==> config.mk <==
export PLATFORM = sky130hd
export DESIGN_NAME = status_pin_function_select
export DESIGN_NICKNAME = d
export VERILOG_FILES = /design/src/pkg/status_pin_pkg.sv /design/src/status_pin_function_select.sv /design/src/activity_one_shot.sv
export SDC_FILE = /design/constraint.sdc
export NUM_CORES = 1
export LEC_CHECK = 0
export BUFFER_PORTS_ARGS = -buffer_cell sky130_fd_sc_hd__buf_2
export CAP_MARGIN = 20
export CORE_UTILIZATION = 40
export CTS_BUF_LIST = sky130_fd_sc_hd__clkbuf_4 sky130_fd_sc_hd__clkbuf_8 sky130_fd_sc_hd__clkbuf_16
export CTS_CLUSTER_SIZE = 12
export DETAILED_ROUTE_END_ITERATION = 12
export PLACE_DENSITY = 0.66
export SLEW_MARGIN = 20
export SYNTH_ARGS = -nofsm -noshare
export SYNTH_HDL_FRONTEND = slang
export SYNTH_HIERARCHICAL = 1
export SYNTH_SLANG_ARGS = --single-unit
==> constraint.sdc <==
create_clock -name clk -period 2.84 [get_ports clk]
set_clock_uncertainty 0.15 [all_clocks]
set_input_delay 0.568 -clock clk [delete_from_list [all_inputs] [get_ports clk]]
set_output_delay 0.568 -clock clk [all_outputs]
set_load 0.05 [all_outputs]
==> src/pkg/status_pin_pkg.sv <==
// constants, types and register layout shared by the status pin logic
// assumes a 50 MHz clock and a synchronous one-word config memory port
package status_pin_pkg;

	// clock and time figures
	localparam int CLK_HZ = 50_000_000;
	localparam int LED_STRETCH_MS = 5;
	localparam int LED_STRETCH_CYCLES = (CLK_HZ / 1000) * LED_STRETCH_MS;
	localparam int WAKE_MS = 20;
	// longest time, so the division rounds down
	localparam int WAKE_CYCLES = (CLK_HZ / 1000) * WAKE_MS;

	// register byte offsets
	localparam logic [11:0] ADDR_CTRL = 12'h000;
	localparam logic [11:0] ADDR_PIN_FUNC = 12'h004;
	localparam logic [11:0] ADDR_INVERT = 12'h008;
	localparam logic [11:0] ADDR_USB_CFG = 12'h00C;
	localparam logic [11:0] ADDR_STATUS = 12'h010;
	localparam logic [11:0] ADDR_ID = 12'h014;

	// control register fields
	localparam int CTRL_PULLDOWN_BIT = 0;
	localparam int CTRL_WAKE_BIT = 1;
	localparam int CTRL_RESCAN_BIT = 2;

	// inversion register fields, one bit per uart line
	localparam int INV_TXD = 0;
	localparam int INV_RXD = 1;
	localparam int INV_RTS = 2;
	localparam int INV_CTS = 3;
	localparam int INV_DTR = 4;
	localparam int INV_DSR = 5;
	localparam int INV_DCD = 6;
	localparam int INV_RING = 7;

	// usb config register fields
	localparam int USBCFG_VERSION_LSB = 0;
	localparam int USBCFG_POWER_LSB = 16;
	localparam int USBCFG_SELF_BIT = 24;

	// status register fields
	localparam int STAT_SUSPEND = 0;
	localparam int STAT_CHARGER = 1;
	localparam int STAT_TX_ACT = 2;
	localparam int STAT_RX_ACT = 3;
	localparam int STAT_LINE_DRV = 4;
	localparam int STAT_SCAN_BUSY = 5;
	localparam int STAT_WAKE = 6;
	localparam int STAT_FULL_SPEED = 7;
	localparam int STAT_PIN_OUT_LSB = 8;
	localparam int STAT_PIN_OE_LSB = 12;

	// config memory words and their layout
	localparam logic [7:0] CFG_WORD_MAIN = 8'h00;
	localparam logic [7:0] CFG_WORD_LINES = 8'h01;
	localparam int CFGW0_PULLDOWN_BIT = 16;
	localparam int CFGW0_WAKE_BIT = 17;
	localparam int CFGW0_VERSION_LSB = 18;
	localparam int CFGW1_POWER_LSB = 8;
	localparam int CFGW1_SELF_BIT = 16;

	// reset values
	localparam logic PULLDOWN_RESET = 1'b0;
	localparam logic WAKE_EN_RESET = 1'b1;
	localparam logic [7:0] INVERT_RESET = 8'h00;
	localparam logic [15:0] USB_VERSION_RESET = 16'h0200;
	localparam logic [7:0] MAX_POWER_MA_RESET = 8'h5A; // 90 mA
	localparam logic SELF_POWERED_RESET = 1'b0;
	localparam logic FULL_SPEED = 1'b1; // 12 Mb/s, never high speed

	// bus answers
	localparam logic [1:0] RESP_OKAY = 2'h0;
	localparam logic [1:0] RESP_SLVERR = 2'h2;

	// function of one status pin
	typedef enum logic [3:0] {
		FN_LINE_DRIVER,
		FN_RECEIVE_LED,
		FN_TRANSMIT_LED,
		FN_SUSPEND_LOW,
		FN_POWER_ENABLE_LOW,
		FN_COMBINED_LED,
		FN_CHARGER_HIGH,
		FN_CHARGER_LOW
	} pin_func_t;

	typedef pin_func_t [3:0] pin_funcs_t;

	localparam pin_funcs_t PIN_FUNC_RESET = '{FN_SUSPEND_LOW,
		FN_TRANSMIT_LED, FN_RECEIVE_LED, FN_LINE_DRIVER};

	// config memory scan sequence
	typedef enum logic [2:0] {
		SCAN_REQ0,
		SCAN_WAIT0,
		SCAN_CAP0,
		SCAN_WAIT1,
		SCAN_CAP1,
		SCAN_IDLE
	} scan_state_t;

	// one tri-state pin: oe_b low while driven
	typedef struct packed {
		logic out;
		logic oe_b;
	} pin_t;

	// uart lines leaving the device
	typedef struct packed {
		logic txd;
		logic rts_b;
		logic dtr_b;
	} uart_out_t;

	// uart lines entering the device
	typedef struct packed {
		logic rxd;
		logic cts_b;
		logic dsr_b;
		logic dcd_b;
		logic wake_input_low;
	} uart_in_t;

endpackage

==> src/status_pin_function_select.sv <==
// status pin multiplexer, uart line inversion, suspend and wake logic
// assumes AXI4-Lite registers, uart core pulses synchronous to clk,
// and a config memory returning data one cycle after a sampled read
//
// The register addresses and the AXI4-Lite interface to the registers are this design's own decisions.
`timescale 1ns/1ps
`default_nettype none
module status_pin_function_select #(
	parameter int LED_STRETCH_CYCLES = status_pin_pkg::LED_STRETCH_CYCLES,
	parameter int WAKE_CYCLES = status_pin_pkg::WAKE_CYCLES,
	parameter logic [31:0] DEVICE_ID = 32'h0000_0A5A // arbitrary value
) (
	input wire logic clk,
	input wire logic rst_b,
	input wire logic ce,
	// AXI4-Lite register port
	input wire logic [11:0] s_axi_awaddr,
	input wire logic s_axi_awvalid,
	output logic s_axi_awready,
	input wire logic [31:0] s_axi_wdata,
	input wire logic [3:0] s_axi_wstrb,
	input wire logic s_axi_wvalid,
	output logic s_axi_wready,
	output logic [1:0] s_axi_bresp,
	output logic s_axi_bvalid,
	input wire logic s_axi_bready,
	input wire logic [11:0] s_axi_araddr,
	input wire logic s_axi_arvalid,
	output logic s_axi_arready,
	output logic [31:0] s_axi_rdata,
	output logic [1:0] s_axi_rresp,
	output logic s_axi_rvalid,
	input wire logic s_axi_rready,
	// usb core side
	input wire logic usb_suspend,
	input wire logic usb_reset,
	input wire logic dedicated_charge_port,
	output logic device_suspend,
	output logic remote_wake_req,
	// uart core side
	input wire logic tx_char,
	input wire logic rx_char,
	input wire logic tx_pre_start,
	input wire logic tx_stop_end,
	input wire logic core_txd,
	input wire logic core_rts_b,
	input wire logic core_dtr_b,
	output status_pin_pkg::uart_in_t core_in,
	// device pins
	output status_pin_pkg::uart_out_t uart_data_pins,
	input wire status_pin_pkg::uart_in_t uart_in_pins,
	output status_pin_pkg::pin_t [3:0] configurable_status_pins,
	// config memory read port
	output logic [7:0] config_memory_addr,
	output logic config_memory_rd,
	input wire logic [31:0] config_memory_rdata
);

	localparam int WAKE_W = $clog2(WAKE_CYCLES + 1);

	// counters of zero length cannot time anything
	if (WAKE_CYCLES < 1 || LED_STRETCH_CYCLES < 1) begin : g_check
		$error("status_pin_function_select: counts must be at least 1");
	end

	typedef struct packed {
		status_pin_pkg::scan_state_t scan; // config memory walk
		logic [7:0] mem_addr; // config word being read
		logic mem_rd; // read strobe to the memory
		logic pulldown_en; // pull uart lines low in suspend
		logic wake_en; // remote wake allowed
		status_pin_pkg::pin_funcs_t pin_func; // one function per pin
		logic [7:0] invert; // per-line polarity swap
		logic [15:0] usb_version; // reported bcd version
		logic [7:0] max_power; // bus current in mA
		logic self_powered; // power source flag
		logic suspended; // effective suspend state
		logic charger; // charge port seen while suspended
		logic line_drv; // line driver enable
		logic wake_req; // resume request to the usb core
		logic [WAKE_W-1:0] wake_cnt; // cycles left on the request
		status_pin_pkg::pin_t [3:0] pins; // status pin drive
		status_pin_pkg::uart_out_t uart_out; // outgoing uart lines
		status_pin_pkg::uart_in_t core_in; // incoming lines, corrected
		logic awready;
		logic wready;
		logic aw_held; // write address captured
		logic w_held; // write data captured
		logic [11:0] aw_addr;
		logic [31:0] w_data;
		logic [3:0] w_strb;
		logic bvalid;
		logic [1:0] bresp;
		logic arready;
		logic rvalid;
		logic [31:0] rdata;
		logic [1:0] rresp;
	} state_t;

	// reset image: defaults stand until the scan replaces them
	function automatic state_t reset_state();
		state_t r;
		r = '0;
		r.scan = status_pin_pkg::SCAN_REQ0;
		r.pulldown_en = status_pin_pkg::PULLDOWN_RESET;
		r.wake_en = status_pin_pkg::WAKE_EN_RESET;
		r.pin_func = status_pin_pkg::PIN_FUNC_RESET;
		r.invert = status_pin_pkg::INVERT_RESET;
		r.usb_version = status_pin_pkg::USB_VERSION_RESET;
		r.max_power = status_pin_pkg::MAX_POWER_MA_RESET;
		r.self_powered = status_pin_pkg::SELF_POWERED_RESET;
		r.awready = 1'b1;
		r.wready = 1'b1;
		r.arready = 1'b1;
		for (int i = 0; i < 4; i++) begin
			r.pins[i].oe_b = 1'b1; // pins float until first update
		end
		return r;
	endfunction

	localparam state_t RESET_STATE = reset_state();

	// byte-lane merge for partial writes
	function automatic logic [31:0] merge(input logic [31:0] old,
		input logic [31:0] data, input logic [3:0] strb);
		logic [31:0] m;
		m = old;
		for (int b = 0; b < 4; b++) begin
			if (strb[b]) begin
				m[8*b +: 8] = data[8*b +: 8];
			end
		end
		return m;
	endfunction

	state_t s;
	state_t next_s;
	logic [1:0] act; // stretched activity: 1 receive, 0 transmit
	logic [1:0] act_trig; // character pulses feeding the one-shots

	assign act_trig = {rx_char, tx_char};

	// one stretcher per direction
	for (genvar k = 0; k < 2; k++) begin : g_led
		activity_one_shot #(
			.COUNT(LED_STRETCH_CYCLES)
		) u_one_shot (
			.clk(clk),
			.rst_b(rst_b),
			.ce(ce),
			.trigger(act_trig[k]),
			.active(act[k])
		);
	end

	// register image seen by a read
	function automatic logic [31:0] read_word(input state_t st,
		input logic [11:0] a, input logic [1:0] la);
		logic [31:0] r;
		r = '0;
		if (a == status_pin_pkg::ADDR_CTRL) begin
			r[status_pin_pkg::CTRL_PULLDOWN_BIT] = st.pulldown_en;
			r[status_pin_pkg::CTRL_WAKE_BIT] = st.wake_en;
		end else if (a == status_pin_pkg::ADDR_PIN_FUNC) begin
			r[15:0] = st.pin_func;
		end else if (a == status_pin_pkg::ADDR_INVERT) begin
			r[7:0] = st.invert;
		end else if (a == status_pin_pkg::ADDR_USB_CFG) begin
			r[status_pin_pkg::USBCFG_VERSION_LSB +: 16] = st.usb_version;
			r[status_pin_pkg::USBCFG_POWER_LSB +: 8] = st.max_power;
			r[status_pin_pkg::USBCFG_SELF_BIT] = st.self_powered;
		end else if (a == status_pin_pkg::ADDR_STATUS) begin
			r[status_pin_pkg::STAT_SUSPEND] = st.suspended;
			r[status_pin_pkg::STAT_CHARGER] = st.charger;
			r[status_pin_pkg::STAT_TX_ACT] = la[0];
			r[status_pin_pkg::STAT_RX_ACT] = la[1];
			r[status_pin_pkg::STAT_LINE_DRV] = st.line_drv;
			r[status_pin_pkg::STAT_SCAN_BUSY] =
				(st.scan != status_pin_pkg::SCAN_IDLE);
			r[status_pin_pkg::STAT_WAKE] = st.wake_req;
			r[status_pin_pkg::STAT_FULL_SPEED] = status_pin_pkg::FULL_SPEED;
			for (int i = 0; i < 4; i++) begin
				r[status_pin_pkg::STAT_PIN_OUT_LSB + i] = st.pins[i].out;
				r[status_pin_pkg::STAT_PIN_OE_LSB + i] = st.pins[i].oe_b;
			end
		end else if (a == status_pin_pkg::ADDR_ID) begin
			r = DEVICE_ID;
		end
		return r;
	endfunction

	// true for the six word addresses that exist
	function automatic logic mapped(input logic [11:0] a);
		return a == status_pin_pkg::ADDR_CTRL ||
			a == status_pin_pkg::ADDR_PIN_FUNC ||
			a == status_pin_pkg::ADDR_INVERT ||
			a == status_pin_pkg::ADDR_USB_CFG ||
			a == status_pin_pkg::ADDR_STATUS ||
			a == status_pin_pkg::ADDR_ID;
	endfunction

	// all next-state logic; later assignments take priority
	always_comb begin
		logic [11:0] wa;
		logic [11:0] ra;
		logic [31:0] cur;
		logic [31:0] mw;
		logic susp;
		logic ring_level;
		logic rescan;
		next_s = s;
		susp = usb_suspend || dedicated_charge_port;
		ring_level = uart_in_pins.wake_input_low ^
			s.invert[status_pin_pkg::INV_RING];
		wa = {s.aw_addr[11:2], 2'b00};
		ra = {s_axi_araddr[11:2], 2'b00};
		cur = read_word(s, wa, act);
		mw = merge(cur, s.w_data, s.w_strb);
		rescan = usb_reset;
		next_s.mem_rd = 1'b0;

		// write channel: address and data taken in either order
		if (s.awready && s_axi_awvalid) begin
			next_s.aw_held = 1'b1;
			next_s.aw_addr = s_axi_awaddr;
		end
		if (s.wready && s_axi_wvalid) begin
			next_s.w_held = 1'b1;
			next_s.w_data = s_axi_wdata;
			next_s.w_strb = s_axi_wstrb;
		end
		if (s.bvalid && s_axi_bready) begin
			next_s.bvalid = 1'b0;
		end
		// both halves held: commit and answer
		if (s.aw_held && s.w_held) begin
			next_s.aw_held = 1'b0;
			next_s.w_held = 1'b0;
			next_s.bvalid = 1'b1;
			next_s.bresp = status_pin_pkg::RESP_OKAY;
			if (wa == status_pin_pkg::ADDR_CTRL) begin
				next_s.pulldown_en = mw[status_pin_pkg::CTRL_PULLDOWN_BIT];
				next_s.wake_en = mw[status_pin_pkg::CTRL_WAKE_BIT];
				if (s.w_strb[0] && s.w_data[status_pin_pkg::CTRL_RESCAN_BIT]) begin
					rescan = 1'b1;
				end
			end else if (wa == status_pin_pkg::ADDR_PIN_FUNC) begin
				next_s.pin_func = status_pin_pkg::pin_funcs_t'(mw[15:0]);
			end else if (wa == status_pin_pkg::ADDR_INVERT) begin
				next_s.invert = mw[7:0];
			end else if (wa == status_pin_pkg::ADDR_USB_CFG) begin
				next_s.usb_version = mw[status_pin_pkg::USBCFG_VERSION_LSB +: 16];
				next_s.max_power = mw[status_pin_pkg::USBCFG_POWER_LSB +: 8];
				next_s.self_powered = mw[status_pin_pkg::USBCFG_SELF_BIT];
			end else if (!mapped(wa) || wa == status_pin_pkg::ADDR_STATUS ||
				wa == status_pin_pkg::ADDR_ID) begin
				next_s.bresp = status_pin_pkg::RESP_SLVERR; // read-only or hole
			end
		end

		// read channel: answer one cycle after the address is taken
		if (s.rvalid && s_axi_rready) begin
			next_s.rvalid = 1'b0;
		end
		if (s.arready && s_axi_arvalid) begin
			next_s.rvalid = 1'b1;
			next_s.rdata = read_word(s, ra, act);
			next_s.rresp = mapped(ra) ? status_pin_pkg::RESP_OKAY :
				status_pin_pkg::RESP_SLVERR;
		end

		// config memory walk; it overrides a bus write in the same cycle
		case (s.scan)
			status_pin_pkg::SCAN_REQ0: begin
				next_s.mem_addr = status_pin_pkg::CFG_WORD_MAIN;
				next_s.mem_rd = 1'b1;
				next_s.scan = status_pin_pkg::SCAN_WAIT0;
			end
			status_pin_pkg::SCAN_WAIT0: begin
				next_s.scan = status_pin_pkg::SCAN_CAP0;
			end
			status_pin_pkg::SCAN_CAP0: begin
				next_s.pin_func =
					status_pin_pkg::pin_funcs_t'(config_memory_rdata[15:0]);
				next_s.pulldown_en =
					config_memory_rdata[status_pin_pkg::CFGW0_PULLDOWN_BIT];
				next_s.wake_en =
					config_memory_rdata[status_pin_pkg::CFGW0_WAKE_BIT];
				next_s.usb_version =
					config_memory_rdata[status_pin_pkg::CFGW0_VERSION_LSB +: 14]
					== 14'h0000 ? status_pin_pkg::USB_VERSION_RESET :
					{2'b00,
					config_memory_rdata[status_pin_pkg::CFGW0_VERSION_LSB +: 14]};
				next_s.mem_addr = status_pin_pkg::CFG_WORD_LINES;
				next_s.mem_rd = 1'b1;
				next_s.scan = status_pin_pkg::SCAN_WAIT1;
			end
			status_pin_pkg::SCAN_WAIT1: begin
				next_s.scan = status_pin_pkg::SCAN_CAP1;
			end
			status_pin_pkg::SCAN_CAP1: begin
				next_s.invert = config_memory_rdata[7:0];
				next_s.max_power =
					config_memory_rdata[status_pin_pkg::CFGW1_POWER_LSB +: 8];
				next_s.self_powered =
					config_memory_rdata[status_pin_pkg::CFGW1_SELF_BIT];
				next_s.scan = status_pin_pkg::SCAN_IDLE;
			end
			default: begin
				next_s.scan = status_pin_pkg::SCAN_IDLE;
			end
		endcase
		// a bus reset restarts the walk from the first word
		if (rescan) begin
			next_s.scan = status_pin_pkg::SCAN_REQ0;
		end

		// a charge port shorts the data lines, so the device suspends
		next_s.suspended = susp;
		next_s.charger = susp && dedicated_charge_port;

		// driver enable: set wins so back-to-back characters keep it on
		if (tx_pre_start) begin
			next_s.line_drv = 1'b1;
		end else if (tx_stop_end) begin
			next_s.line_drv = 1'b0;
		end

		// remote wake: request stands at most the wake time
		if (!s.suspended) begin
			next_s.wake_req = 1'b0;
			next_s.wake_cnt = '0;
		end else if (s.wake_req) begin
			if (s.wake_cnt == '0) begin
				next_s.wake_req = 1'b0;
			end else begin
				next_s.wake_cnt = s.wake_cnt - WAKE_W'(1);
			end
		end else if (s.wake_en && !ring_level) begin
			next_s.wake_req = 1'b1;
			next_s.wake_cnt = WAKE_W'(WAKE_CYCLES - 1);
		end

		// uart lines with optional inversion and suspend pull-down
		next_s.uart_out.txd = core_txd ^ s.invert[status_pin_pkg::INV_TXD];
		next_s.uart_out.rts_b = core_rts_b ^ s.invert[status_pin_pkg::INV_RTS];
		next_s.uart_out.dtr_b = core_dtr_b ^ s.invert[status_pin_pkg::INV_DTR];
		if (s.pulldown_en && s.suspended) begin
			next_s.uart_out = '0;
		end
		next_s.core_in.rxd = uart_in_pins.rxd ^
			s.invert[status_pin_pkg::INV_RXD];
		next_s.core_in.cts_b = uart_in_pins.cts_b ^
			s.invert[status_pin_pkg::INV_CTS];
		next_s.core_in.dsr_b = uart_in_pins.dsr_b ^
			s.invert[status_pin_pkg::INV_DSR];
		next_s.core_in.dcd_b = uart_in_pins.dcd_b ^
			s.invert[status_pin_pkg::INV_DCD];
		next_s.core_in.wake_input_low = ring_level;

		// status pin multiplexer; unknown codes leave the pin floating
		for (int i = 0; i < 4; i++) begin
			next_s.pins[i].out = 1'b0;
			next_s.pins[i].oe_b = 1'b0;
			case (s.pin_func[i])
				status_pin_pkg::FN_LINE_DRIVER: begin
					next_s.pins[i].out = s.line_drv;
				end
				status_pin_pkg::FN_RECEIVE_LED: begin
					next_s.pins[i].oe_b = !act[1];
				end
				status_pin_pkg::FN_TRANSMIT_LED: begin
					next_s.pins[i].oe_b = !act[0];
				end
				status_pin_pkg::FN_COMBINED_LED: begin
					next_s.pins[i].oe_b = !(act[0] || act[1]);
				end
				status_pin_pkg::FN_SUSPEND_LOW: begin
					next_s.pins[i].out = !s.suspended;
				end
				status_pin_pkg::FN_POWER_ENABLE_LOW: begin
					next_s.pins[i].out = s.suspended;
				end
				status_pin_pkg::FN_CHARGER_HIGH: begin
					next_s.pins[i].out = s.charger;
				end
				status_pin_pkg::FN_CHARGER_LOW: begin
					next_s.pins[i].out = !s.charger;
				end
				default: begin
					next_s.pins[i].oe_b = 1'b1;
				end
			endcase
		end

		// one transaction per channel in flight
		next_s.awready = !next_s.aw_held && !next_s.bvalid;
		next_s.wready = !next_s.w_held && !next_s.bvalid;
		next_s.arready = !next_s.rvalid;
	end

	// single state register; ce low freezes block and bus alike
	always_ff @(posedge clk or negedge rst_b) begin
		if (!rst_b) begin
			s <= RESET_STATE;
		end else if (ce) begin
			s <= next_s;
		end
	end

	// outputs straight from the state register
	assign s_axi_awready = s.awready;
	assign s_axi_wready = s.wready;
	assign s_axi_bresp = s.bresp;
	assign s_axi_bvalid = s.bvalid;
	assign s_axi_arready = s.arready;
	assign s_axi_rdata = s.rdata;
	assign s_axi_rresp = s.rresp;
	assign s_axi_rvalid = s.rvalid;
	assign device_suspend = s.suspended;
	assign remote_wake_req = s.wake_req;
	assign core_in = s.core_in;
	assign uart_data_pins = s.uart_out;
	assign configurable_status_pins = s.pins;
	assign config_memory_addr = s.mem_addr;
	assign config_memory_rd = s.mem_rd;

endmodule
`default_nettype wire

==> src/activity_one_shot.sv <==
// retriggerable one-shot that stretches activity pulses for an led
// assumes trigger is a one-cycle pulse per character, synchronous to clk
`timescale 1ns/1ps
`default_nettype none
module activity_one_shot #(
	parameter int COUNT = status_pin_pkg::LED_STRETCH_CYCLES
) (
	input wire logic clk,
	input wire logic rst_b,
	input wire logic ce,
	input wire logic trigger,
	output logic active
);

	localparam int W = $clog2(COUNT + 1);

	// a zero-length stretch would make the led invisible
	if (COUNT < 1) begin : g_check
		$error("activity_one_shot: COUNT must be at least 1");
	end

	typedef struct packed {
		logic [W-1:0] count; // cycles left after this one
		logic active; // stretched indication
	} state_t;

	state_t s;
	state_t next_s;

	// retrigger restarts the full length, so a busy line stays lit
	always_comb begin
		next_s = s;
		if (trigger) begin
			next_s.count = W'(COUNT - 1);
			next_s.active = 1'b1;
		end else if (s.count != '0) begin
			next_s.count = s.count - W'(1);
		end else begin
			next_s.active = 1'b0;
		end
	end

	// state register, frozen while ce is low
	always_ff @(posedge clk or negedge rst_b) begin
		if (!rst_b) begin
			s <= '0;
		end else if (ce) begin
			s <= next_s;
		end
	end

	assign active = s.active;

endmodule
`default_nettype wire

==> impl_metrics.env, run 1 <==
export IMPL_hold_viol=0
export IMPL_die_w_um=174
export IMPL_die_area_mm2=0.0304
export IMPL_antenna_found_initial=2
export IMPL_start_util_pct=41.0
export IMPL_firstDrtPassIters=7
export IMPL_r2r_slack_ns=0.12
export IMPL_synthDistinctLibCells=83
export IMPL_min_delay_path_class="in -> reg"
export IMPL_worstMarginPinSlew_ns=0.980
export IMPL_setup_slack_ns=0.121
export IMPL_syn_area_per_cell_um2=9.06
export IMPL_post_synth_top_area_fraction_pct=40.0
export IMPL_period_share_pct=95.8
export IMPL_root_buffer="clkbuf_16"
export IMPL_holdPathEnd="s[84]$_DFFE_PN0P_"
export IMPL_min_period_ns=2.72
export IMPL_path_max_fanout=6
export IMPL_drive_gt1_share_pct=24.8
export IMPL_max_freq_ghz=0.368
export IMPL_place_ws_ns=0.156
export IMPL_yosysTopAreaCell="dfrtp_1"
export IMPL_power_density_mw_per_mm2=920
export IMPL_layout_nets=1544
export IMPL_wl_um=35100
export IMPL_cts_sinks=207
export IMPL_grt_total_usage_pct=23.2
export IMPL_report_power_total_uw=12700
export IMPL_r2r_start="s[116]$_DFFE_PN0P_"
export IMPL_endpoint_kind="flop"
export IMPL_post_drt_wl_per_cell_um=19.2
export IMPL_worstPathArrival_ns=2.98
export IMPL_path_clk_slew_ns=0.06
export IMPL_hpwl_um=26300
export IMPL_p_leak_uw=0.00585
export IMPL_cp_startpoint="s[116]$_DFFE_PN0P_"
export IMPL_die_y_um=174
export IMPL_synth_area_top_cells="dfrtp_1 (40%), mux2_2 (4.3%), nand2_1 (4.2%)"
export IMPL_cts_tree="done"
export IMPL_drc=0
export IMPL_status="completed"
export IMPL_yosys_most_used_dff="dfrtp_1"
export IMPL_ys_seq_area_share_pct=43.7
export IMPL_clk_latency_ns=0.54
export IMPL_crit_required_ns=3.10
export IMPL_syn_cell_area_mm2=0.0119
export IMPL_io_buffers=155
export IMPL_reg2reg_depth=5
export IMPL_tns_ns=0
export IMPL_synth_commonest_cells="dfrtp_1 (190), nand2_1 (134), o21ai_0 (91)"
export IMPL_setup_viol=0
export IMPL_syn2layout_area_growth_pct=15.7
export IMPL_coreArea_mm2=0.0290
export IMPL_async_flop_share_pct=100
export IMPL_ant_nets=0
export IMPL_drt_iter0_drc=988
export IMPL_final_max_slew_violation_count=0
export IMPL_grt_use_met2_pct=34.3
export IMPL_num_rows=62
export IMPL_grt_overflow_total=0
export IMPL_numCtsBuffers=25
export IMPL_vdd_drop_max_mv=0.557
export IMPL_grt_start_max_net_pins=74
export IMPL_ioPinCount=183
export IMPL_grt_pass1_wl_um=56500
export IMPL_slew_headroom_pct=34.5
export IMPL_hp_start="s_axi_awaddr[9]"
export IMPL_fill_cells=2836
export IMPL_start_kind="flop"
export IMPL_grt_pass1_vias=10000
export IMPL_met3_usage_pct=4.75
export IMPL_fin_util_pct=47.4
export IMPL_ys_warnings_count=6
export IMPL_synth_most_common_cell="dfrtp_1"
export IMPL_rsz0062_at_grt="no"
export IMPL_worstHoldPathCells=2
export IMPL_busiest_layer="met2"
export IMPL_use_met1_pct=34.2
export IMPL_cts_htree_levels=1
export IMPL_synth_edf_count=0
export IMPL_worstSetupPathType="reg -> reg"
export IMPL_ys_ff_latch=207
export IMPL_r2r_end="s[124]$_DFFE_PN0P_"
export IMPL_route_vias_total=10700
export IMPL_place_gp_congestion=0.924
export IMPL_clock_path_buffers=3
export IMPL_drv_cap=0
export IMPL_routed_via_density=5.84
export IMPL_synth_cells=1313
-- layout make-up --
class / instances / area (µm²) / share of cell area, %
Antenna cell: 1 / 2.50 / 0.0182
Clock buffer: 37 / 741 / 5.38
Clock inverter: 9 / 108 / 0.782
Inverter: 35 / 131 / 0.954
Multi-Input combinational cell: 944 / 5840 / 42.4
Sequential cell: 207 / 5200 / 37.8
Tap cell: 384 / 480 / 3.49
Timing Repair Buffer: 213 / 1260 / 9.15
-- power by group --
| part | switching [µW] | internal (µW) | leakage [µW] |
|---|---|---|---|
| combinational | 2560 | 1770 | 0.00290 |
| sequential | 1170 | 3890 | 0.00253 |
| clock | 1290 | 1990 | 0.000423 |
| total | 5020 | 7640 | 0.00585 |
-- cell usage in the layout, fill, tap and decap left out, drive strengths merged, types with 27 or more instances in the layout --
cell type and count:
clkbuf 38, mux2 45, o21ai 91, or3 27, o31ai 33, nor3 30
dfrtp 190, buf 211, nand3 46, nor2 83, inv 36, nor4 28
nand2 134, a21oi 84
-- flip-flops by register name, indices dropped and copies added (netlist names) --
| signal | flops |
|---|---|
| g_led.u_one_shot/s | 36 |
| device_suspend | 1 |
| core_in | 5 |
| g_led.u_one_shot/active | 2 |
| s_axi_rresp | 1 |
| s_axi_arready | 1 |
| s | 117 |
| s_axi_wready | 1 |
| s_axi_awready | 1 |
| s_axi_bvalid | 1 |
| config_memory_addr | 1 |
| config_memory_rd | 1 |
| configurable_status_pins | 8 |
| s_axi_bresp | 1 |
| remote_wake_req | 1 |
| s_axi_rdata | 25 |
| s_axi_rvalid | 1 |
| uart_data_pins | 3 |
-- worst max-delay path, cell delays in order (launching register included) --
cell and delay (ns):
dfrtp_1 0.40, or4_4 0.55, or3_4 0.43, or3_4 0.38, or4_1 0.42, a32o_1 0.27
-- worst max-delay path by stage --
stage               slack (ns)                  to  cells past startpoint
floorplan                 0.26  s[124]$_DFFE_PN0P_                      5
detailed placement        0.16  s[124]$_DFFE_PN0P_                      5
CTS                       0.14  s[124]$_DFFE_PN0P_                      5
global placement          0.17  s[124]$_DFFE_PN0P_                      5
finish                    0.12  s[124]$_DFFE_PN0P_                      5
global route              0.06  s[124]$_DFFE_PN0P_                      5
-- metrics by stage --
stage          std cells  hold slack (ns)  cell area, µm²
2_1_floorplan       1328            0.122           12000
3_3_place_gp        1781            0.299           12900
3_5_place_dp        1781            0.305           12900
4_1_cts             1828           0.0899           13800
5_1_grt             1829            0.101           13800
6_report            1830            0.109           13800
-- timing repair --
item                                   4_1_cts  5_1_grt
setup buffers                                0        1
setup endpoints to repair                    0        7
endpoints found under the hold margin       65        0
hold buffers                                 1        0
gates resized for setup                      0        0
-- routing by layer --
| metal | share of wire, % | routed length (µm) | up-vias |
|---|---|---|---|
| li1 | - | - | 5008 |
| met1 | 45 | 15800 | 5201 |
| met2 | 44 | 15400 | 428 |
| met3 | 8.9 | 3120 | 54 |
| met4 | 2.3 | 796 | 2 |
| met5 | 0.037 | 13 | - |
-- cell families after synthesis --
kind of cell	share of synthesized area (%)
DFF	43.7
adders and majority gates	0.316
xor gates and xnor gates	0.663
muxes	5.37
buffers and inverters	7.79
and+or+nand+nor	20.8
AOI/OAI and AO/OA	21.3
other	0.0315
Note: power is estimated with default switching activity, not from simulation.
==> run 2: changes to the inputs <==
--- a/config.mk
+++ b/config.mk
@@ -5,13 +5,15 @@
 export SDC_FILE = /design/constraint.sdc
 export NUM_CORES = 1
 export LEC_CHECK = 0
+export ABC_AREA = 1
 export BUFFER_PORTS_ARGS = -buffer_cell sky130_fd_sc_hd__buf_2
 export CAP_MARGIN = 20
 export CORE_UTILIZATION = 40
 export CTS_BUF_LIST = sky130_fd_sc_hd__clkbuf_4 sky130_fd_sc_hd__clkbuf_8 sky130_fd_sc_hd__clkbuf_16
 export CTS_CLUSTER_SIZE = 12
 export DETAILED_ROUTE_END_ITERATION = 12
-export PLACE_DENSITY = 0.66
+export GPL_TIMING_DRIVEN = 0
+export PLACE_DENSITY = 0.65
 export SLEW_MARGIN = 20
 export SYNTH_ARGS = -nofsm -noshare
 export SYNTH_HDL_FRONTEND = slang
==> run 2 against run 1 <==
- worst setup slack better by 0.33 ns
- non-clock buffer count up 55
- critical path type unchanged
- sequential power down 7.7%
- flip-flop and latch count stayed put
- first-iteration DRC count decreased by 5.4%
- synthesized cell count rose by 24%
==> impl_metrics.env, run 2 <==
export IMPL_status="completed"
export IMPL_hold_viol=0
export IMPL_wl_um=38300
export IMPL_endpoint_kind="flop"
export IMPL_worstMarginPinSlew_ns=0.818
export IMPL_cts_htree_levels=1
export IMPL_firstDrtPassIters=5
export IMPL_clkPwrFrac_pct=26.8
export IMPL_postPlaceCellArea_mm2=0.0136
export IMPL_coreArea_mm2=0.0299
export IMPL_grt_pass1_vias=11000
export IMPL_grt_pass1_wl_um=60400
export IMPL_power_density_mw_per_mm2=841
export IMPL_drt_iter0_drc=935
export IMPL_cts_tree="done"
export IMPL_r2r_start="s[191]$_DFFE_PN0P_"
export IMPL_antenna_found_initial=5
export IMPL_p_switching_uw=4870
export IMPL_drv_cap=0
export IMPL_min_delay_path_class="in -> reg"
export IMPL_hpwl_um=29300
export IMPL_rsz0062_at_grt="no"
export IMPL_start_kind="flop"
export IMPL_async_flop_share_pct=100
export IMPL_synth_most_common_cell="nand2_1"
export IMPL_cpMaxStageDelayCell="clkbuf_1"
export IMPL_hp_start="s_axi_wdata[22]"
export IMPL_min_period_ns=2.39
export IMPL_clock_path_buffers=3
export IMPL_final_max_slew_violation_count=0
export IMPL_setup_slack_ns=0.453
export IMPL_syn_area_per_cell_um2=7.55
export IMPL_die_w_um=177
export IMPL_mostFrequentLayoutCells="nand2_1 (417), dfrtp_1 (190), nor2_1 (171), buf_2 (168), inv_1 (143)"
export IMPL_fill_cells=3002
export IMPL_place_gp_congestion=0.957
export IMPL_ys_seq_area_share_pct=42.5
export IMPL_drc=0
export IMPL_io_buffers=153
export IMPL_yosys_most_used_dff="dfrtp_1"
export IMPL_cpPeakStageDelay_ns=0.51
export IMPL_clk_latency_ns=0.53
export IMPL_grt_total_usage_pct=24.8
export IMPL_place_ws_ns=0.0135
export IMPL_synthDistinctLibCells=54
export IMPL_crit_required_ns=3.13
export IMPL_layout_nets=1938
export IMPL_syn_cell_area_mm2=0.0122
export IMPL_synth_area_top_cells="dfrtp_1 (39%), nand2_1 (13%), nor2_1 (5.2%)"
export IMPL_postLayoutCellArea_mm2=0.0145
export IMPL_wl_met3_um=3160
export IMPL_ant_nets=0
export IMPL_root_buffer="clkbuf_16"
export IMPL_p_leak_uw=0.00741
export IMPL_route_vias_total=11500
export IMPL_worstSetupPathType="reg -> reg"
export IMPL_regMostFlops="s"
export IMPL_path_clk_slew_ns=0.06
export IMPL_cpMostUsedCell="a21oi_1"
export IMPL_yosysTopAreaCell="dfrtp_1"
export IMPL_top_layer="met5"
export IMPL_synth_cells=1622
export IMPL_synth_commonest_cells="nand2_1 (417), dfrtp_1 (190), nor2_1 (171)"
export IMPL_post_drt_wl_per_cell_um=17.1
export IMPL_post_cts_buffers=0
export IMPL_ioPinCount=183
export IMPL_numCtsBuffers=25
export IMPL_placed_cells=2182
export IMPL_start_util_pct=41.0
export IMPL_slew_headroom_pct=45.4
export IMPL_path_max_fanout=10
export IMPL_setup_viol=0
export IMPL_syn2layout_area_growth_pct=18.3
export IMPL_ys_warnings_count=6
export IMPL_netSwitchingFraction_pct=40.0
export IMPL_num_rows=63
export IMPL_cts_sinks=207
export IMPL_fin_cells=2233
export IMPL_dr_wl_met2_um=17200
export IMPL_cp_startpoint="s[191]$_DFFE_PN0P_"
export IMPL_die_area_mm2=0.0313
export IMPL_routed_via_density=5.16
export IMPL_die_y_um=177
export IMPL_max_freq_ghz=0.419
export IMPL_grt_overflow_total=0
export IMPL_p_int_uw=7310
export IMPL_period_share_pct=84.0
export IMPL_worstPathArrival_ns=2.68
export IMPL_synth_edf_count=0
export IMPL_largest_reg_flops=117
export IMPL_layout_commonest_cell="nand2_1"
export IMPL_crit_chain="nor2_1 -> inv_1 -> nor2_2 -> buf_2 -> clkbuf_1 -> a21oi_1 -> a21oi_1"
export IMPL_post_synth_top_area_fraction_pct=38.8
export IMPL_vdd_drop_max_mv=0.507
export IMPL_wl_met1_um=16300
export IMPL_pwr_share_comb_pct=34.8
export IMPL_seq_power_share_pct=38.4
export IMPL_drive_gt1_share_pct=21.6
export IMPL_ys_ff_latch=207
export IMPL_tns_ns=0
export IMPL_grt_start_max_net_pins=77
==> run 2: cell types whose count changed in the layout (fill, tap and decap cells not counted), moves of 18 or more <==
cell / change
a21oi_1: +29
clkbuf_1: +22
inv_1: +108
mux2_2: -21
nand2_1: +283
nand2b_1: -22
nand3_1: +65
nor2_1: +88
nor3_1: -21
nor4_1: -24
o21ai_1: +24
o31ai_1: -21
or3_1: -23
or4_1: -18
==> run 2: power groups by stage <==
stage	registers (µW)	clock network, µW	logic (µW)
floorplan	4500	0	3090
global placement	4660	0	4110
detailed placement	4690	0	4200
CTS	4650	3340	4220
global route	4780	3470	4710
finish	4670	3270	4230
==> run 2: cell families (layout without fill, tap and decap cells) <==
kind of cell,Yosys count,after routing,synth area share [%]
AO/OA/AOI/OAI,306,306,14.1
XOR/XNOR,25,25,1.79
adder cells (fa/ha/maj),3,3,0.307
buffers and inverters,272,474,10.9
flip-flops,207,207,42.5
multiplexers,24,24,2.21
other,1,20,0.0306
AND/OR/NAND/NOR,784,784,28.2
==> run 2: repair_timing <==
item                                   in CTS  in global routing
hold buffers                                1                  0
resized for setup                           0                  0
setup endpoints to repair                   0                  0
endpoints found under the hold margin      56                  0
==> run 2: layout make-up <==
type	instances	area (µm²)	share of cell area (%)
clock buffer	36	739	5.11
inverter	160	601	4.15
multi-input combinational	1158	5760	39.8
antenna	4	10.0	0.0691
clock inverter	10	106	0.734
sequential	207	5200	35.9
timing repair buffer	156	841	5.81
tap	390	488	3.37
buffer	112	733	5.06
==> run 2: metal layers <==
metal / up-vias / global-route usage (%)
met5: - / 0
met3: 82 / 4.55
li1: 5647 / -
met2: 431 / 39.2
met1: 5367 / 33.4
met4: 4 / 9.66
==> run 2: worst paths after layout <==
path                                             endpoint  slack [ns]  cells past startpoint
worst min register to register  s_axi_awready$_DFFE_PN1P_        0.30                      1
worst min-delay path                    s[65]$_DFFE_PN0P_        0.11                      2
max in group asynchronous               s[79]$_DFFE_PN0P_        0.97                      4
worst max-delay path                   s[174]$_DFFE_PN0P_        0.45                      7
worst max register to register         s[174]$_DFFE_PN0P_        0.45                      7
min in group asynchronous              s[113]$_DFFE_PN0P_        0.42                      2
==> run 2: worst max-delay path, delay by kind of cell (launching register included) <==
kind                   cells  cell delay, ns
AO/OA/AOI/OAI              2            0.46
flip-flops                 1            0.45
buffers and inverters      3            0.87
AND/OR/NAND/NOR            2            0.35
==> run 2: per-stage QoR <==
step / utilization (%) / total power, µW / hold WS [ns]
4_1_cts: 48.4 / 12200 / 0.100
5_1_grt: 48.5 / 13000 / 0.0968
3_5_place_dp: 45.6 / 8890 / 0.302
6_report: 48.5 / 12200 / 0.114
2_1_floorplan: - / 7590 / 0.122
3_3_place_gp: 45.4 / 8770 / 0.295
==> run 3: changes to the inputs <==
--- a/config.mk
+++ b/config.mk
@@ -5,7 +5,7 @@
 export SDC_FILE = /design/constraint.sdc
 export NUM_CORES = 1
 export LEC_CHECK = 0
-export ABC_AREA = 1
+export ABC_AREA = 0
 export BUFFER_PORTS_ARGS = -buffer_cell sky130_fd_sc_hd__buf_2
 export CAP_MARGIN = 20
 export CORE_UTILIZATION = 40
@@ -13,7 +13,7 @@
 export CTS_CLUSTER_SIZE = 12
 export DETAILED_ROUTE_END_ITERATION = 12
 export GPL_TIMING_DRIVEN = 0
-export PLACE_DENSITY = 0.65
+export PLACE_DENSITY = 0.66
 export SLEW_MARGIN = 20
 export SYNTH_ARGS = -nofsm -noshare
 export SYNTH_HDL_FRONTEND = slang
==> constraint.sdc (replaced) <==
create_clock -name clk -period 2.3 [get_ports clk]
set_clock_uncertainty 0.15 [all_clocks]
set_input_delay 0.46 -clock clk [delete_from_list [all_inputs] [get_ports clk]]
set_output_delay 0.46 -clock clk [all_outputs]
set_load 0.05 [all_outputs]
==> run 3 against run 2 <==
- the run now ends with setup timing left
- clock power rose by 20%
- non-clock buffer count rose by 105
- critical path type unchanged
- register-to-register slack got worse by 0.77 ns
- largest power group is now combinational logic
- core utilization rose by 5.6 points
==> impl_metrics.env, run 3 (synthesis gave the netlist of run 1 again) <==
export IMPL_power_density_mw_per_mm2=1120
export IMPL_min_period_ns=2.62
export IMPL_drv_cap=0
export IMPL_route_vias_total=11700
export IMPL_io_buffers=155
export IMPL_setup_viol=47
export IMPL_antenna_found_initial=4
export IMPL_layout_commonest_cell="dfrtp_1"
export IMPL_placed_cells=1869
export IMPL_cts_sinks=207
export IMPL_crit_required_ns=2.56
export IMPL_postPlaceCellArea_mm2=0.0134
export IMPL_clk_latency_ns=0.53
export IMPL_worstMarginPinSlew_ns=0.863
export IMPL_status="finished with violations"
export IMPL_slew_headroom_pct=42.5
export IMPL_period_share_pct=114
export IMPL_hold_viol=0
export IMPL_syn2layout_area_growth_pct=31.9
export IMPL_drc=0
export IMPL_tns_ns=-3.09
export IMPL_start_util_pct=41.0
export IMPL_grt_total_usage_pct=26.2
export IMPL_grt_start_max_net_pins=77
export IMPL_final_max_slew_violation_count=0
export IMPL_routed_via_density=5.87
export IMPL_cts_htree_levels=1
export IMPL_worstSetupPathType="reg -> reg"
export IMPL_place_gp_congestion=0.964
export IMPL_worstPathArrival_ns=2.87
export IMPL_wl_um=41000
export IMPL_min_delay_path_class="in -> reg"
export IMPL_coreArea_mm2=0.0290
export IMPL_hold_ws_ns=0.0170
export IMPL_largest_reg_flops=117
export IMPL_postLayoutCellArea_mm2=0.0157
export IMPL_fin_cells=1988
export IMPL_endpoint_kind="flop"
export IMPL_vdd_drop_max_mv=0.584
export IMPL_path_clk_slew_ns=0.06
export IMPL_setup_slack_ns=-0.316
export IMPL_mostFrequentLayoutCells="dfrtp_1 (183), buf_2 (156), nand2_1 (131), buf_4 (125)"
export IMPL_ant_nets=0
export IMPL_drt_iter0_drc=944
export IMPL_die_area_mm2=0.0304
export IMPL_layout_nets=1703
export IMPL_path_max_fanout=3
export IMPL_root_buffer="clkbuf_16"
export IMPL_die_w_um=174
export IMPL_clock_path_buffers=3
export IMPL_ioPinCount=183
export IMPL_hpwl_um=29400
export IMPL_p_leak_uw=0.00675
export IMPL_firstDrtPassIters=5
export IMPL_grt_pass1_wl_um=62500
export IMPL_violations="setup timing"
export IMPL_place_ws_ns=-0.943
export IMPL_grt_overflow_total=0
export IMPL_die_y_um=174
export IMPL_start_kind="flop"
export IMPL_numCtsBuffers=24
export IMPL_drive_gt1_share_pct=36.4
export IMPL_regMostFlops="s"
export IMPL_rsz0062_at_grt="yes"
export IMPL_grt_pass1_vias=10900
export IMPL_num_rows=62
export IMPL_max_freq_ghz=0.382
export IMPL_post_drt_wl_per_cell_um=20.6
export IMPL_cts_tree="done"
## run 3: cell count changes in the layout (fill, tap and decap cells not counted), moves of 17 or more
cell | before | now
nand2_1 | 417 | 131
buf_4 | 64 | 125
a21oi_1 | 113 | 75
or3_1 | 0 | 19
clkbuf_1 | 22 | 39
nor2_1 | 171 | 75
nand3_1 | 111 | 45
nand2b_1 | 0 | 21
mux2_2 | 24 | 45
o21ai_0 | 99 | 74
o31ai_1 | 11 | 28
inv_1 | 143 | 35
## run 3: layout make-up
type	instances	area, µm²
Inverter	35	131
Timing Repair Buffer	238	1540
Fill cell	2677	13300
Buffer	135	875
Antenna cell	3	7.51
Clock inverter	4	47.5
Multi-Input combinational cell	944	6640
Tap cell	384	480
Sequential cell	207	5210
Clock buffer	38	767
## run 3: routing by layer
layer	up-vias	global-route usage [%]	wire [µm]
met5	-	0	13
met1	5709	37.4	17900
met4	2	7.46	1140
met2	510	40.0	18400
met3	89	5.42	3470
li1	5355	-	-
## run 3: critical path, cell delays in order (launching register included)
cell	delay, ns
dfrtp_1	0.39
or4_4	0.54
or3_4	0.41
or3_4	0.34
or4_4	0.41
a32o_1	0.26
## run 3: worst paths after layout
| path | from | endpoint | slack [ns] | cells after the start |
|---|---|---|---|---|
| max in group asynchronous | rst_b | configurable_status_pins[4]$_DFFE_PN1P_ | 0.89 | 3 |
| max reg2reg | s[115]$_DFFE_PN0P_ | s[124]$_DFFE_PN0P_ | -0.32 | 5 |
| min in group asynchronous | rst_b | g_led[0].u_one_shot/s[16]$_DFFE_PN0P_ | 0.32 | 2 |
| min reg2reg | s_axi_rdata[21]$_DFFE_PN0P_ | s_axi_rdata[21]$_DFFE_PN0P_ | 0.32 | 2 |
| min | s_axi_wdata[3] | s[46]$_DFFE_PN0P_ | 0.02 | 2 |
| max | s[115]$_DFFE_PN0P_ | s[124]$_DFFE_PN0P_ | -0.32 | 5 |
## run 3: report_power, final
group / switching (µW) / internal [µW] / leakage (µW) / total, µW
clock network: 1550 / 2380 / 0.000408 / 3930
registers: 1450 / 4800 / 0.00252 / 6250
logic: 4220 / 3110 / 0.00382 / 7330
## run 3: per-stage QoR
step | utilization (%) | total power, µW
final | 54.1 | 17500
after global routing | 54.1 | 18300
after CTS | 51.7 | 16600
after detailed placement | 46.0 | 11900
after global placement | 45.8 | 11700
after floorplan | - | 9850
## run 3: what timing repair did
action	in CTS	in global routing
pin swaps	42	58
setup buffers	49	30
endpoints found under the hold margin	54	0
setup endpoints to repair	100	93
gates resized for setup	120	122
hold buffers	1	0
gates cloned	1	0
